### config.mk
export PLATFORM = sky130hd
export DESIGN_NAME = master_time_of_day_engine
export DESIGN_NICKNAME = d
export VERILOG_FILES = /design/src/rtl/tod_pkg.sv /design/src/rtl/master_time_of_day_engine.sv
export SDC_FILE = /design/constraint.sdc
export NUM_CORES = 2
export LEC_CHECK = 0
export BUFFER_PORTS_ARGS = -buffer_cell sky130_fd_sc_hd__buf_2
export CORE_ASPECT_RATIO = 1.4
export CORE_MARGIN = 2
export CORE_UTILIZATION = 25
export DETAILED_ROUTE_END_ITERATION = 7
export PLACE_DENSITY_LB_ADDON = 0.15
export SLEW_MARGIN = 20
export SYNTH_ARGS = -nofsm -noshare
export SYNTH_HDL_FRONTEND = slang
export SYNTH_SLANG_ARGS = --single-unit
### constraint.sdc
create_clock -name clk -period 13.2 [get_ports clk]
set_input_delay 3.96 -clock clk [delete_from_list [all_inputs] [get_ports clk]]
set_output_delay 3.96 -clock clk [all_outputs]
set_load 0.05 [all_outputs]
### src/rtl/tod_pkg.sv
// Constants and types of the master time-of-day engine
package tod_pkg;
	// ==========================================================
	// Clock and time spans
	localparam logic [31:0] CLK_HZ = 32'h01312D00;
	localparam logic [31:0] SECS_PER_WEEK = 32'h00093A80;
	localparam logic [31:0] SECS_PER_DAY = 32'h00015180;
	localparam logic [31:0] TAI_GPS_DAYS = 32'h00001F68;
	localparam logic [31:0] TAI_GPS_LEAP = 32'h00000013;
	localparam logic [39:0] EPOCH_SPAN = 40'(TAI_GPS_DAYS * SECS_PER_DAY + TAI_GPS_LEAP);
	localparam logic [11:0] NTSC_SECONDS = 12'h3E9;
	localparam logic [15:0] NTSC_FRAMES = 16'h7530;
	localparam logic [11:0] RES_STEP = 12'(NTSC_FRAMES % 16'(NTSC_SECONDS));
	localparam logic [16:0] DEFER_MAX_H = 17'h00018;
	localparam logic [16:0] DEFER_MAX_S = 17'(DEFER_MAX_H * 17'h00E10);
	// ==========================================================
	// Frame rates per output format
	localparam logic [35:0] RATE_25 = 36'h000000019;
	localparam logic [35:0] RATE_30 = 36'h00000001E;
	localparam logic [35:0] RATE_2997 = 36'h000007530;
	localparam logic [35:0] RATE_5994 = 36'h00000EA60;
	// ==========================================================
	// Reset values
	localparam logic [19:0] DST_RESET = 20'h00000;
	localparam logic [31:0] MASTER_RESET = 32'h00000000;
	// ==========================================================
	// Enumerations
	typedef enum logic [1:0] {REF_GPS = 2'h0, REF_GENLOCK = 2'h1, REF_INTERNAL = 2'h3} ref_t;
	typedef enum logic [1:0] {SRC_INTERNAL = 2'h0, SRC_GPS = 2'h1, SRC_VITC = 2'h3,
		SRC_LTC = 2'h2} src_t;
	typedef enum logic [1:0] {GL_NTSC = 2'h0, GL_PAL = 2'h1, GL_HD = 2'h3} genlock_std_t;
	typedef enum logic [1:0] {SYNC_NOW = 2'h0, SYNC_ONCE = 2'h1, SYNC_FOLLOW = 2'h3} sync_t;
	typedef enum logic [1:0] {DST_OFF = 2'h0, DST_ONCE = 2'h1, DST_RECUR = 2'h3} dst_mode_t;
	typedef enum logic [1:0] {FMT_25 = 2'h0, FMT_2997 = 2'h1, FMT_5994 = 2'h3,
		FMT_30 = 2'h2} fmt_t;
	typedef enum logic [1:0] {RES_LOAD = 2'h0, RES_RUN = 2'h1, RES_DONE = 2'h3} res_state_t;
endpackage

### src/rtl/master_time_of_day_engine.sv
// Master time-of-day engine: source select, corrections and frame pulses
`timescale 1ns/1ns
// Overview of operation
// - GPS time is weeks plus seconds since 1980
// - Reference limits which time sources are allowed
// - VITC only under NTSC/PAL genlock, no phasing
// - LTC input one allowed, never epoch phased
// - VITC sync: on command, once, or follow
// - Internal local set converted to GPS master
// - All timecode and phase from one master
// - Leap count stored, refreshed from satellite
// - SMPTE epoch is 8040 days plus 19s
// - Frame phase per second, NTSC 30000/1001
// - Frame pulses aligned to epoch phase
// - Per-output delay moves signal, not timecode
// - Stale leap flag until GPS count arrives
// - Signed zone offset in h, m, s
// - VITC source pre-corrected by zone offset
// - Zone change shifts timecode until resync
// - Leap minute extended with second 60
// - Once DST adds amount a single time
// - Recurring DST applied at begin, removed finish
// - UTC derived using GPS leap count
// - DST alters zone offset, master untouched
module master_time_of_day_engine #(
	parameter int N_OUT = 4,
	parameter logic [31:0] CYCLES_PER_SEC = tod_pkg::CLK_HZ
) (
	// Clock and reset
	input wire logic clk,
	input wire logic reset,
	// Selection
	input wire logic [1:0] ref_sel,
	input wire logic [1:0] src_sel,
	input wire logic [1:0] genlock_std,
	input wire logic [1:0] sync_mode,
	input wire logic sync_cmd,
	// GPS receiver
	input wire logic gps_ok,
	input wire logic gps_pps,
	input wire logic gps_new,
	input wire logic [15:0] gps_week,
	input wire logic [31:0] gps_sow,
	input wire logic gps_leap_new,
	input wire logic [7:0] gps_leap,
	input wire logic leap_due,
	input wire logic [31:0] leap_epoch,
	input wire logic [7:0] stored_leap,
	// Reference decoders and internal set
	input wire logic vitc_ok,
	input wire logic vitc_new,
	input wire logic [31:0] vitc_time,
	input wire logic ltc_ok,
	input wire logic ltc_new,
	input wire logic [31:0] ltc_time,
	input wire logic time_set,
	input wire logic [31:0] set_time,
	// Zone, leap deferral and daylight saving
	input wire logic zone_neg,
	input wire logic [4:0] zone_hours,
	input wire logic [5:0] zone_minutes,
	input wire logic [5:0] zone_seconds,
	input wire logic defer_en,
	input wire logic [16:0] defer_secs,
	input wire logic [1:0] dst_mode,
	input wire logic dst_arm,
	input wire logic [19:0] dst_amount,
	input wire logic [31:0] dst_once_time,
	input wire logic [31:0] dst_begin_rule,
	input wire logic [31:0] dst_finish_rule,
	// Video outputs
	input wire logic [2*N_OUT-1:0] out_format,
	input wire logic [20*N_OUT-1:0] out_offset,
	output wire logic [N_OUT-1:0] frame_pulse,
	// Time and status
	output logic [31:0] master_time,
	output logic [31:0] utc_time,
	output logic [31:0] local_time,
	output logic [7:0] leap_count,
	output logic leap_second_now,
	output logic leap_info_stale,
	output logic source_lost,
	output logic [1:0] active_source,
	output logic epoch_active
);
	// ==========================================================
	// Second tick
	logic [31:0] sec_cnt;
	logic tick;
	assign tick = (sec_cnt == CYCLES_PER_SEC - 32'h1) ||
		(gps_pps && ref_sel == tod_pkg::REF_GPS);
	always_ff @(posedge clk) begin
		if (reset || tick) begin
			sec_cnt <= 32'h0;
		end else begin
			sec_cnt <= sec_cnt + 32'h1;
		end
	end
	// ==========================================================
	// Source selection
	tod_pkg::src_t eff_src;
	logic src_valid;
	always_comb begin
		eff_src = tod_pkg::SRC_INTERNAL;
		unique case (ref_sel)
			tod_pkg::REF_GPS: if (src_sel == tod_pkg::SRC_GPS) eff_src = tod_pkg::SRC_GPS;
			tod_pkg::REF_GENLOCK: begin
				if (src_sel == tod_pkg::SRC_VITC && genlock_std != tod_pkg::GL_HD) begin
					eff_src = tod_pkg::SRC_VITC;
				end else if (src_sel == tod_pkg::SRC_LTC) begin
					eff_src = tod_pkg::SRC_LTC;
				end
			end
			tod_pkg::REF_INTERNAL: if (src_sel == tod_pkg::SRC_LTC) eff_src = tod_pkg::SRC_LTC;
			default: eff_src = tod_pkg::SRC_INTERNAL;
		endcase
	end
	always_comb begin
		unique case (eff_src)
			tod_pkg::SRC_GPS: src_valid = gps_ok;
			tod_pkg::SRC_VITC: src_valid = vitc_ok;
			tod_pkg::SRC_LTC: src_valid = ltc_ok;
			default: src_valid = 1'b1;
		endcase
	end
	always_ff @(posedge clk) begin
		if (reset) begin
			active_source <= tod_pkg::SRC_INTERNAL;
			epoch_active <= 1'b1;
			source_lost <= 1'b0;
		end else begin
			active_source <= eff_src;
			epoch_active <= eff_src == tod_pkg::SRC_GPS || eff_src == tod_pkg::SRC_INTERNAL;
			source_lost <= !src_valid;
		end
	end
	// ==========================================================
	// Zone offset with daylight saving
	logic [16:0] zone_mag;
	logic [19:0] zone_base;
	logic [19:0] dst_offset;
	logic [19:0] zone_eff;
	logic [31:0] zone32;
	assign zone_mag = 17'(zone_hours) * 17'h00E10 + 17'(zone_minutes) * 17'h0003C +
		17'(zone_seconds);
	assign zone_base = zone_neg ? 20'(-{3'h0, zone_mag}) : {3'h0, zone_mag};
	assign zone_eff = zone_base + dst_offset;
	assign zone32 = {{12{zone_eff[19]}}, zone_eff};
	// ==========================================================
	// Leap seconds
	logic [7:0] leap_local;
	logic [16:0] defer_cnt;
	logic [16:0] defer_limit;
	assign defer_limit = (defer_secs > tod_pkg::DEFER_MAX_S) ? tod_pkg::DEFER_MAX_S : defer_secs;
	always_ff @(posedge clk) begin
		if (reset) begin
			leap_count <= stored_leap;
			leap_info_stale <= 1'b1;
		end else if (gps_leap_new) begin
			leap_count <= gps_leap;
			leap_info_stale <= 1'b0;
		end else if (tick && leap_second_now) begin
			leap_count <= leap_count + 8'h01;
		end
	end
	always_ff @(posedge clk) begin
		if (reset) begin
			leap_second_now <= 1'b0;
		end else if (tick) begin
			leap_second_now <= !leap_second_now && leap_due && master_time == leap_epoch;
		end
	end
	always_ff @(posedge clk) begin
		if (reset) begin
			leap_local <= stored_leap;
			defer_cnt <= 17'h0;
		end else if (!defer_en) begin
			leap_local <= leap_count;
			defer_cnt <= 17'h0;
		end else if (tick && leap_local != leap_count) begin
			if (defer_cnt >= defer_limit) begin
				leap_local <= leap_count;
				defer_cnt <= 17'h0;
			end else begin
				defer_cnt <= defer_cnt + 17'h1;
			end
		end
	end
	// ==========================================================
	// Master time
	logic [31:0] gps_value;
	logic [31:0] local_in;
	logic [31:0] from_local;
	logic gps_load;
	logic local_load;
	logic vitc_load;
	logic once_done;
	assign gps_value = 32'(32'(gps_week) * tod_pkg::SECS_PER_WEEK) + gps_sow;
	assign gps_load = gps_new && gps_ok && eff_src == tod_pkg::SRC_GPS;
	always_comb begin
		unique case (sync_mode)
			tod_pkg::SYNC_NOW: vitc_load = sync_cmd;
			tod_pkg::SYNC_ONCE: vitc_load = vitc_new && !once_done;
			default: vitc_load = vitc_new;
		endcase
		vitc_load = vitc_load && vitc_ok && eff_src == tod_pkg::SRC_VITC;
	end
	assign local_load = vitc_load || (ltc_new && ltc_ok && eff_src == tod_pkg::SRC_LTC) ||
		(time_set && eff_src == tod_pkg::SRC_INTERNAL);
	assign local_in = (eff_src == tod_pkg::SRC_VITC) ? vitc_time :
		(eff_src == tod_pkg::SRC_LTC) ? ltc_time : set_time;
	assign from_local = local_in - zone32 + 32'(leap_local);
	always_ff @(posedge clk) begin
		if (reset) begin
			once_done <= 1'b0;
		end else if (vitc_load && sync_mode == tod_pkg::SYNC_ONCE) begin
			once_done <= 1'b1;
		end else if (sync_mode != tod_pkg::SYNC_ONCE || sync_cmd) begin
			once_done <= 1'b0;
		end
	end
	always_ff @(posedge clk) begin
		if (reset) begin
			master_time <= tod_pkg::MASTER_RESET;
		end else if (gps_load) begin
			master_time <= gps_value;
		end else if (local_load) begin
			master_time <= from_local;
		end else if (tick) begin
			master_time <= master_time + 32'h1;
		end
	end
	always_ff @(posedge clk) begin
		if (reset) begin
			utc_time <= 32'h0;
			local_time <= 32'h0;
		end else begin
			utc_time <= master_time - 32'(leap_count) - 32'(leap_second_now);
			local_time <= master_time - 32'(leap_local) -
				32'(leap_second_now && !defer_en) + zone32;
		end
	end
	// ==========================================================
	// Daylight saving scheduler
	logic dst_armed;
	logic [19:0] dst_mag;
	assign dst_mag = dst_amount[19] ? 20'(-dst_amount) : dst_amount;
	always_ff @(posedge clk) begin
		if (reset) begin
			dst_armed <= 1'b0;
		end else if (dst_arm) begin
			dst_armed <= 1'b1;
		end else if (tick && dst_mode == tod_pkg::DST_ONCE && local_time == dst_once_time) begin
			dst_armed <= 1'b0;
		end
	end
	always_ff @(posedge clk) begin
		if (reset || dst_mode == tod_pkg::DST_OFF) begin
			dst_offset <= tod_pkg::DST_RESET;
		end else if (tick) begin
			if (dst_mode == tod_pkg::DST_ONCE) begin
				if (dst_armed && local_time == dst_once_time) begin
					dst_offset <= dst_offset + dst_amount;
				end
			end else if (local_time == dst_begin_rule) begin
				dst_offset <= dst_mag;
			end else if (local_time == dst_finish_rule) begin
				dst_offset <= tod_pkg::DST_RESET;
			end
		end
	end
	// ==========================================================
	// Epoch residue: next second's NTSC frame phase
	tod_pkg::res_state_t res_state;
	logic [39:0] res_shift;
	logic [11:0] res_acc;
	logic [5:0] res_bit;
	logic [11:0] residue;
	logic [11:0] residue2;
	function automatic logic [11:0] res_step(input logic [11:0] a, input logic b);
		logic [12:0] t;
		t = {a, 1'b0} + (b ? {1'b0, tod_pkg::RES_STEP} : 13'h0);
		if (t >= {tod_pkg::NTSC_SECONDS, 1'b0}) begin
			t = t - {tod_pkg::NTSC_SECONDS, 1'b0};
		end else if (t >= {1'b0, tod_pkg::NTSC_SECONDS}) begin
			t = t - {1'b0, tod_pkg::NTSC_SECONDS};
		end
		return t[11:0];
	endfunction
	always_ff @(posedge clk) begin
		if (reset) begin
			res_state <= tod_pkg::RES_LOAD;
			res_shift <= 40'h0;
			res_acc <= 12'h0;
			res_bit <= 6'h0;
			residue <= 12'h0;
		end else begin
			unique case (res_state)
				tod_pkg::RES_LOAD: begin
					res_shift <= {8'h0, master_time} + tod_pkg::EPOCH_SPAN + 40'h1;
					res_acc <= 12'h0;
					res_bit <= 6'h0;
					res_state <= tod_pkg::RES_RUN;
				end
				tod_pkg::RES_RUN: begin
					res_acc <= res_step(res_acc, res_shift[39]);
					res_shift <= {res_shift[38:0], 1'b0};
					res_bit <= res_bit + 6'h1;
					if (res_bit == 6'h27) res_state <= tod_pkg::RES_DONE;
				end
				tod_pkg::RES_DONE: begin
					residue <= res_acc;
					res_state <= tod_pkg::RES_LOAD;
				end
				default: res_state <= tod_pkg::RES_LOAD;
			endcase
		end
	end
	assign residue2 = res_step(residue, 1'b0) == residue ? residue :
		12'({1'b0, residue, 1'b0} >= {1'b0, tod_pkg::NTSC_SECONDS} ?
		{1'b0, residue, 1'b0} - {1'b0, tod_pkg::NTSC_SECONDS} : {1'b0, residue, 1'b0});
	// ==========================================================
	// Frame engines, one per video output
	for (genvar i = 0; i < N_OUT; i++) begin : g_out
		logic [35:0] acc;
		logic [35:0] step;
		logic [35:0] full;
		logic [35:0] init;
		logic [35:0] sum;
		logic [19:0] off;
		logic [19:0] dly;
		logic raw;
		logic pulse;
		logic frac;
		assign off = out_offset[20*i +: 20];
		always_comb begin
			unique case (out_format[2*i +: 2])
				tod_pkg::FMT_25: step = tod_pkg::RATE_25;
				tod_pkg::FMT_2997: step = tod_pkg::RATE_2997;
				tod_pkg::FMT_5994: step = tod_pkg::RATE_5994;
				default: step = tod_pkg::RATE_30;
			endcase
		end
		assign frac = out_format[2*i] == 1'b1;
		assign full = frac ? 36'(36'(tod_pkg::NTSC_SECONDS) * 36'(CYCLES_PER_SEC)) :
			36'(CYCLES_PER_SEC);
		assign init = !frac ? 36'h0 : 36'(36'(out_format[2*i+1] ? residue2 : residue) *
			36'(CYCLES_PER_SEC));
		assign sum = acc + step;
		always_ff @(posedge clk) begin
			if (reset) begin
				acc <= 36'h0;
				raw <= 1'b0;
			end else if (tick && epoch_active) begin
				acc <= init;
				raw <= init == 36'h0;
			end else if (sum >= full) begin
				acc <= sum - full;
				raw <= 1'b1;
			end else begin
				acc <= sum;
				raw <= 1'b0;
			end
		end
		always_ff @(posedge clk) begin
			if (reset) begin
				dly <= 20'h0;
				pulse <= 1'b0;
			end else if (raw) begin
				dly <= off;
				pulse <= off == 20'h0;
			end else if (dly != 20'h0) begin
				dly <= dly - 20'h1;
				pulse <= dly == 20'h1;
			end else begin
				pulse <= 1'b0;
			end
		end
		assign frame_pulse[i] = pulse;
	end
	// ==========================================================
	// Assertions
	a_gps_load_value: assert property (@(posedge clk) disable iff (reset)
		gps_load |=> master_time == $past(gps_value)) else $error("GPS load wrong");
	a_internal_only_src: assert property (@(posedge clk) disable iff (reset)
		ref_sel == tod_pkg::REF_INTERNAL |=> active_source != tod_pkg::SRC_GPS &&
		active_source != tod_pkg::SRC_VITC) else $error("Illegal source");
	a_vitc_genlock_only: assert property (@(posedge clk) disable iff (reset)
		active_source == tod_pkg::SRC_VITC |-> $past(ref_sel) == tod_pkg::REF_GENLOCK &&
		$past(genlock_std) != tod_pkg::GL_HD) else $error("VITC without SD genlock");
	a_epoch_off_tc: assert property (@(posedge clk) disable iff (reset)
		active_source == tod_pkg::SRC_VITC || active_source == tod_pkg::SRC_LTC |->
		!epoch_active) else $error("Epoch phasing on timecode source");
	a_master_counts: assert property (@(posedge clk) disable iff (reset)
		tick && !gps_load && !local_load |=> master_time == $past(master_time) + 32'h1)
		else $error("Master did not advance");
	a_stale_clear: assert property (@(posedge clk) disable iff (reset)
		gps_leap_new |=> !leap_info_stale && leap_count == $past(gps_leap))
		else $error("Leap info not refreshed");
	a_leap_second_start: assert property (@(posedge clk) disable iff (reset)
		$rose(leap_second_now) |-> $past(tick) && $past(leap_due) &&
		$past(master_time) == $past(leap_epoch)) else $error("Spurious leap second");
	a_dst_keep_master: assert property (@(posedge clk) disable iff (reset)
		dst_offset != $past(dst_offset) && !$past(gps_load) && !$past(local_load) &&
		$past(dst_mode) != tod_pkg::DST_OFF |-> master_time == $past(master_time) + 32'h1)
		else $error("DST moved master time");
endmodule // master_time_of_day_engine

### After elaboration in Yosys (flattened, before gate mapping)

Cells that the tools add are included.

* register bits after elaboration: 493
* bits of input ports: 456
* output and inout bits: 114

* $add $sub $neg: 39
* multiply operators: 7
* $lt $le $gt $ge: 11
* equality and inequality tests: 38
* multiplexer cells: 90
* bitwise logic cells: 1
* reductions and logical operators: 65

Operators with widths (number)
* $mux W36: 12
* $mux W20: 14
* $pmux W16 S3: 4
* $mux W32: 5
* $add A36 B36 Y36: 4
* $ge A36 B35 Y1: 4
* $logic_not A36 Y1: 4
* $sub A36 B35 Y36: 4
* $mux W35: 4
* $eq A32 B32 Y1: 4
* $mux W12: 10
* $mul A12 B17 Y28 const B: 4
* $eq A20 B1 Y1 const B: 4
* $logic_not A20 Y1: 4
* $pmux W40 S2: 1
* $reduce_bool A20 Y1: 4
* $sub A20 B1 Y20 const B: 4
* $add A32 B1 Y32 const B: 2
* $add A32 B32 Y32: 2
* $sub A32 B1 Y32: 2
* $sub A32 B8 Y32: 2
* $mux W8: 7
* $add A20 B20 Y20: 2
* $ge A13 B10 Y1 const B: 3
* 49 further kinds: 141

### Depth between registers and ports, before layout

* depth after elaboration: 11
* mapped depth: 42

### Worst setup path after synthesis

No wires, ideal clock.

* kind: input to register
* start point: input zone_minutes[0]
* end point: register master_time[31]
* setup time: 0.115 ns
* arrival: 12.928 ns
* path slack: 0.158 ns
* stages: 40
* cells stage by stage: fa_1 -> fa_1 -> ha_1 -> a21o_1 -> a21oi_1 -> o21bai_1 -> a21oi_1 -> o21bai_1 -> a21oi_1 -> xnor2_1 -> ha_1 -> ha_1 -> and3_1 -> a21oi_1 -> nand3b_1 -> xor2_1 -> or4_1 -> or2_2 -> [4 not listed] -> nor2_1 -> a31o_2 -> o21ai_0 -> xor2_1 -> xnor2_1 -> inv_1 -> ha_1 -> ha_1 -> a21o_1 -> a21o_1 -> o41ai_1 -> o21ba_2 -> a21oi_1 -> a211oi_1 -> a21oi_1 -> xnor2_1 -> a211oi_1 -> a2111oi_0

* word-level cells in the longest chain between the ends: 10

Ends and longest elaborated chain
* start, declared: line master_time_of_day_engine.sv:61 `input wire logic [5:0] zone_minutes,`
* $mul A6 B4 Y10 (*): line master_time_of_day_engine.sv:144 `assign zone_mag = 17'(zone_hours) * 17'h00E10 + 17'(zone_minutes) * 17'h0003C +`
* $add A17 B12 Y17 (*): line master_time_of_day_engine.sv:144
* $add A17 B6 Y17 (*): line master_time_of_day_engine.sv:144
* $neg A17 Y20: line master_time_of_day_engine.sv:146 `assign zone_base = zone_neg ? 20'(-{3'h0, zone_mag}) : {3'h0, zone_mag};`
* $mux W20 (*): line master_time_of_day_engine.sv:146
* $add A20 B20 Y20 (*): line master_time_of_day_engine.sv:147 `assign zone_eff = zone_base + dst_offset;`
* $sub A32 B32 Y32 (*): line master_time_of_day_engine.sv:212 `assign from_local = local_in - zone32 + 32'(leap_local);`
* $add A32 B8 Y32 (*): line master_time_of_day_engine.sv:212
* $mux W32 (*): line master_time_of_day_engine.sv:227 `end else if (local_load) begin`
* $mux W32 (*): line master_time_of_day_engine.sv:225 `end else if (gps_load) begin`
* end signal, assigned: line master_time_of_day_engine.sv:224 `master_time <= tod_pkg::MASTER_RESET;`
* end signal, assigned: line master_time_of_day_engine.sv:226 `master_time <= gps_value;`
* end signal, assigned: line master_time_of_day_engine.sv:228 `master_time <= from_local;`
* end, declared: line master_time_of_day_engine.sv:76 `output logic [31:0] master_time,`

Every way passes the cells marked *; elsewhere a longest branch is shown, timed or not.
A chain may end at the register's enable or synchronous reset.

### Worst setup path after layout

Ends and elaborated chain as after synthesis.

==> flow_summary_export.csv <==
group,metric,value,unit
global_route,grt_remaining_overflow,0,
power_and_ir_drop,power_frac_clock,14.3,%
synth,synth_enable_flop_cells,16,
worst_setup_path,critical_path.reg2reg.endpoint,"g_out[1].raw",
layout,layout.core_utilization,29.0,%
worst_setup_path,regToRegStartpoint,"residue[1]",
global_route,antenna_violations_before_repair,23,
floorplan,die_outline_width,423,um
power_and_ir_drop,ir_drop_worst_case_vdd,0.224,mV
floorplan,initial_utilization,25.1,%
min_path,worstHoldPathCells,1,
timing,report.final.hold_viol_count,0,
timing,hold_ws,0.452,ns
power_and_ir_drop,power_switching_share,52.5,%
power_and_ir_drop,p_comb_share,70.3,%
synth,synth_seq_area_share,16.3,%
clock_network,clock_tree_from_tritoncts,"yes",
clock_network,worst_skew_pair.late_latency,0.70,ns
global_route,grtUsageTotal,18.3,%
timing,setup_viol_count_final,0,
layout,area.growth.synth_to_final,15.6,%
detailed_routing,drt_first_pass_iters,5,
synth,synthesized_netlist_net_count,9375,
worst_setup_path,critical_path_class,"in -> reg",
detailed_routing,wire_length_reported_by_the_detailed_router,234,mm
synth,post_synth_inst_count,7765,
global_route,grt_first_pass_wirelength,356,mm
timing,max_freq,0.0794,GHz
job,max_cap_viol_count,0,
synth,ys_top_cells_by_area,"ha_1 (18%), dfxtp_1 (16%), fa_1 (9.1%)",
floorplan,top_level_ports,570,
synth,post_synth_num_cell_types,101,
timing,clock_skew,0.0472,ns
worst_setup_path,cp_max_stage_cell,"or4b_2",
synth,synthesis.area,61500,um2
timing,slew_headroom,30.0,%
power_and_ir_drop,intPower,7200,uW
clock_network,clockRootBuffer,"clkbuf_16",
placement,dpl.cell_count,11500,
global_route,first_global_vias,59300,
synth,yosysTopAreaCell,"ha_1",
layout,final_cell_mix,"ha_1 (874), inv_1 (811), nor2_1 (732), nand2_1 (569), buf_2 (568)",
layout,drive_gt1_share,11.4,%
clock_network,ctsHtreeMaxLevel,3,
worst_setup_path,required_arrival_time_at_the_worst_endpoint,13.77,ns
detailed_routing,dr_total_vias,57100,
placement,globalplace.congestion,0.904,
floorplan,floorplan.rows,215,
worst_setup_path,reg2reg_depth,32,
placement,detailedPlacementHpwl,191,mm
synth,netlist.area_leader.share,17.8,%
outcome,run_status,"finished, final reports clean",
timing,slew_violations,0,
layout,num-nets-final,9893,
synth,postSynthAreaPerCell,7.92,um2
clock_network,tritoncts.num_buffers,72,
timing,post-route-period-util,95.4,%
layout,num-fill-cells,26700,
worst_setup_path,cp_slowest_stage_delay,0.67,ns
worst_setup_path,end_kind,"flip-flop",
clock_network,cts.sinks,493,
synth,async_reset_ff_share,0,%
floorplan,die_area,250000,um2
detailed_routing,vias_per_cell,4.93,
detailed_routing,remaining_drc_errors,0,
timing,unrepaired_setup_endpoints_after_global_routing,"false",
timing,final.min_clock_period,12.59,ns
worst_setup_path,critical_path_arrival,13.15,ns
worst_setup_path,maximum_net_fanout_on_the_critical_path,4,
worst_setup_path,cp_capture_point,"master_time[31]",
worst_setup_path,setup.worst_path.start,"zone_minutes[0]",
power_and_ir_drop,power.sequential.fraction,15.4,%
synth,synth_seq_cells,493,
worst_setup_path,worst-r2r-setup-slack,2.26,ns
floorplan,floorplan_core_area,245000,um2
power_and_ir_drop,net-switching-power,7950,uW
power_and_ir_drop,power_per_cell_area,213,nW/um2
power_and_ir_drop,leakage,0.0330,uW
layout,layout_commonest_cell,"ha_1",
detailed_routing,routedWlPerCell,20.2,um
clock_network,clock_tree.buffer_depth,3,
timing,worst_pin_slew,1.05,ns
min_path,worst_hold_path_type,"reg -> reg",
worst_setup_path,worstSetupStartpointType,"input pin",
layout,final-instance-count-excl-fill,11600,
global_route,grt_max_degree,112,
synth,yosysWarnings,0,
synth,synth-main-ff-cell,"dfxtp_1",
detailed_routing,ant_nets,0,
floorplan,chipHeight,591,um
detailed_routing,drt_iter0_drc,2844,
clock_network,clkTransAtPathRegs,0.06,ns
placement,place.port_buffers,569,
final cells by class:
| type | instances | area (um2) | share of cell area [%] |
|---|---|---|---|
| timing repair buffer | 701 | 3860 | 5.43 |
| tap | 3255 | 4070 | 5.73 |
| sequential | 493 | 10000 | 14.1 |
| clock buffer | 92 | 1980 | 2.78 |
| inverter | 815 | 3060 | 4.30 |
| antenna | 5 | 12.5 | 0.0176 |
| multi-input combinational | 6200 | 47500 | 66.8 |
| clock inverter | 38 | 568 | 0.799 |
critical path: cells and delay by family:
family | cells | cell delay (ns)
AND/OR/NAND/NOR | 6 | 1.64
XOR/XNOR | 5 | 0.89
buffers and inverters | 5 | 0.59
adder cells (fa/ha/maj) | 8 | 3.31
AO/OA/AOI/OAI | 12 | 2.77
cell usage after synthesis, types with 26 or more instances:
cell	count
ha_1	874
inv_1	812
nor2_1	735
nand2_1	571
a21oi_1	503
xnor2_1	487
dfxtp_1	477
o21ai_0	320
xor2_1	312
fa_1	280
nor3_1	221
clkbuf_1	215
nand3_1	205
a21o_1	117
a211oi_1	107
nand4_1	98
and3_1	94
nor4_1	91
nor2b_1	75
a31oi_1	66
nand2b_1	64
o21a_1	61
mux2i_1	59
or3_1	56
o211ai_1	55
o22ai_1	53
o31ai_1	53
o21bai_1	48
and2_1	41
or2_2	41
a22oi_1	33
or4_1	28
a211o_1	27
a2111oi_0	26
buf_1	26
kinds of logic after synthesis:
logic type / count (synthesis) / share of synthesized area (%)
XOR/XNOR: 800 / 11.4
adder cells (fa/ha/maj): 1154 / 26.9
flip-flops: 493 / 16.3
buffers and inverters: 1072 / 6.62
multiplexers: 76 / 1.27
AND/OR/NAND/NOR: 2420 / 18.9
AO/OA/AOI/OAI: 1750 / 18.6
power by group through the flow:
stage                     registers [uW]  logic (uW)  clock network, uW
final                               2340       10600               2160
after global routing                2390       11700               2300
after CTS                           2350       10800               2260
after detailed placement            2380       10700                  0
after global placement              2380       10700                  0
after floorplan                     2520        7140                  0
through the flow:
step,setup TNS [ns],cell area (um2),setup WS (ns),total power (uW)
finish,0,71100,0.612,15100
global route,0,71100,0.0595,16400
CTS,0,71000,0.373,15400
detailed placement,-1.01,68500,-0.362,13100
global placement,-1.06,68500,-0.367,13100
floorplan,0,61500,0.158,9660
sequential cells by signal, indices dropped and copies added, names as in the netlist, 4 cells and up:
| signal | count |
|---|---|
| g_out.acc | 144 |
| g_out.dly | 80 |
| res_shift | 40 |
| local_time | 32 |
| master_time | 32 |
| sec_cnt | 32 |
| utc_time | 32 |
| dst_offset | 20 |
| defer_cnt | 17 |
| res_acc | 12 |
| residue | 12 |
| leap_count | 8 |
| leap_local | 8 |
| res_bit | 6 |
| g_out.pulse | 4 |
| g_out.raw | 4 |
worst min-delay path by stage:
stage / startpoint / to / slack, ns
floorplan: sec_cnt[0] / sec_cnt[0] / 0.42
global placement: sec_cnt[0] / sec_cnt[0] / 0.44
detailed placement: sec_cnt[0] / sec_cnt[0] / 0.44
CTS: sec_cnt[0] / sec_cnt[0] / 0.46
global route: sec_cnt[0] / sec_cnt[0] / 0.47
finish: sec_cnt[0] / sec_cnt[0] / 0.45
repair_timing:
item                                    CTS  global route
gates resized for setup                   0             3
endpoints found under the setup margin    0             4
setup buffers                             0             0
hold buffers                              0             0
metal layers:
metal	global-route usage [%]	vias up	wire length (um)
li1	-	28300	-
met2	35.8	1173	125000
met5	0	-	101
met3	2.28	333	8340
met4	7.46	16	10000
met1	19.6	27400	90400
Power figures use the tool's default switching activity.
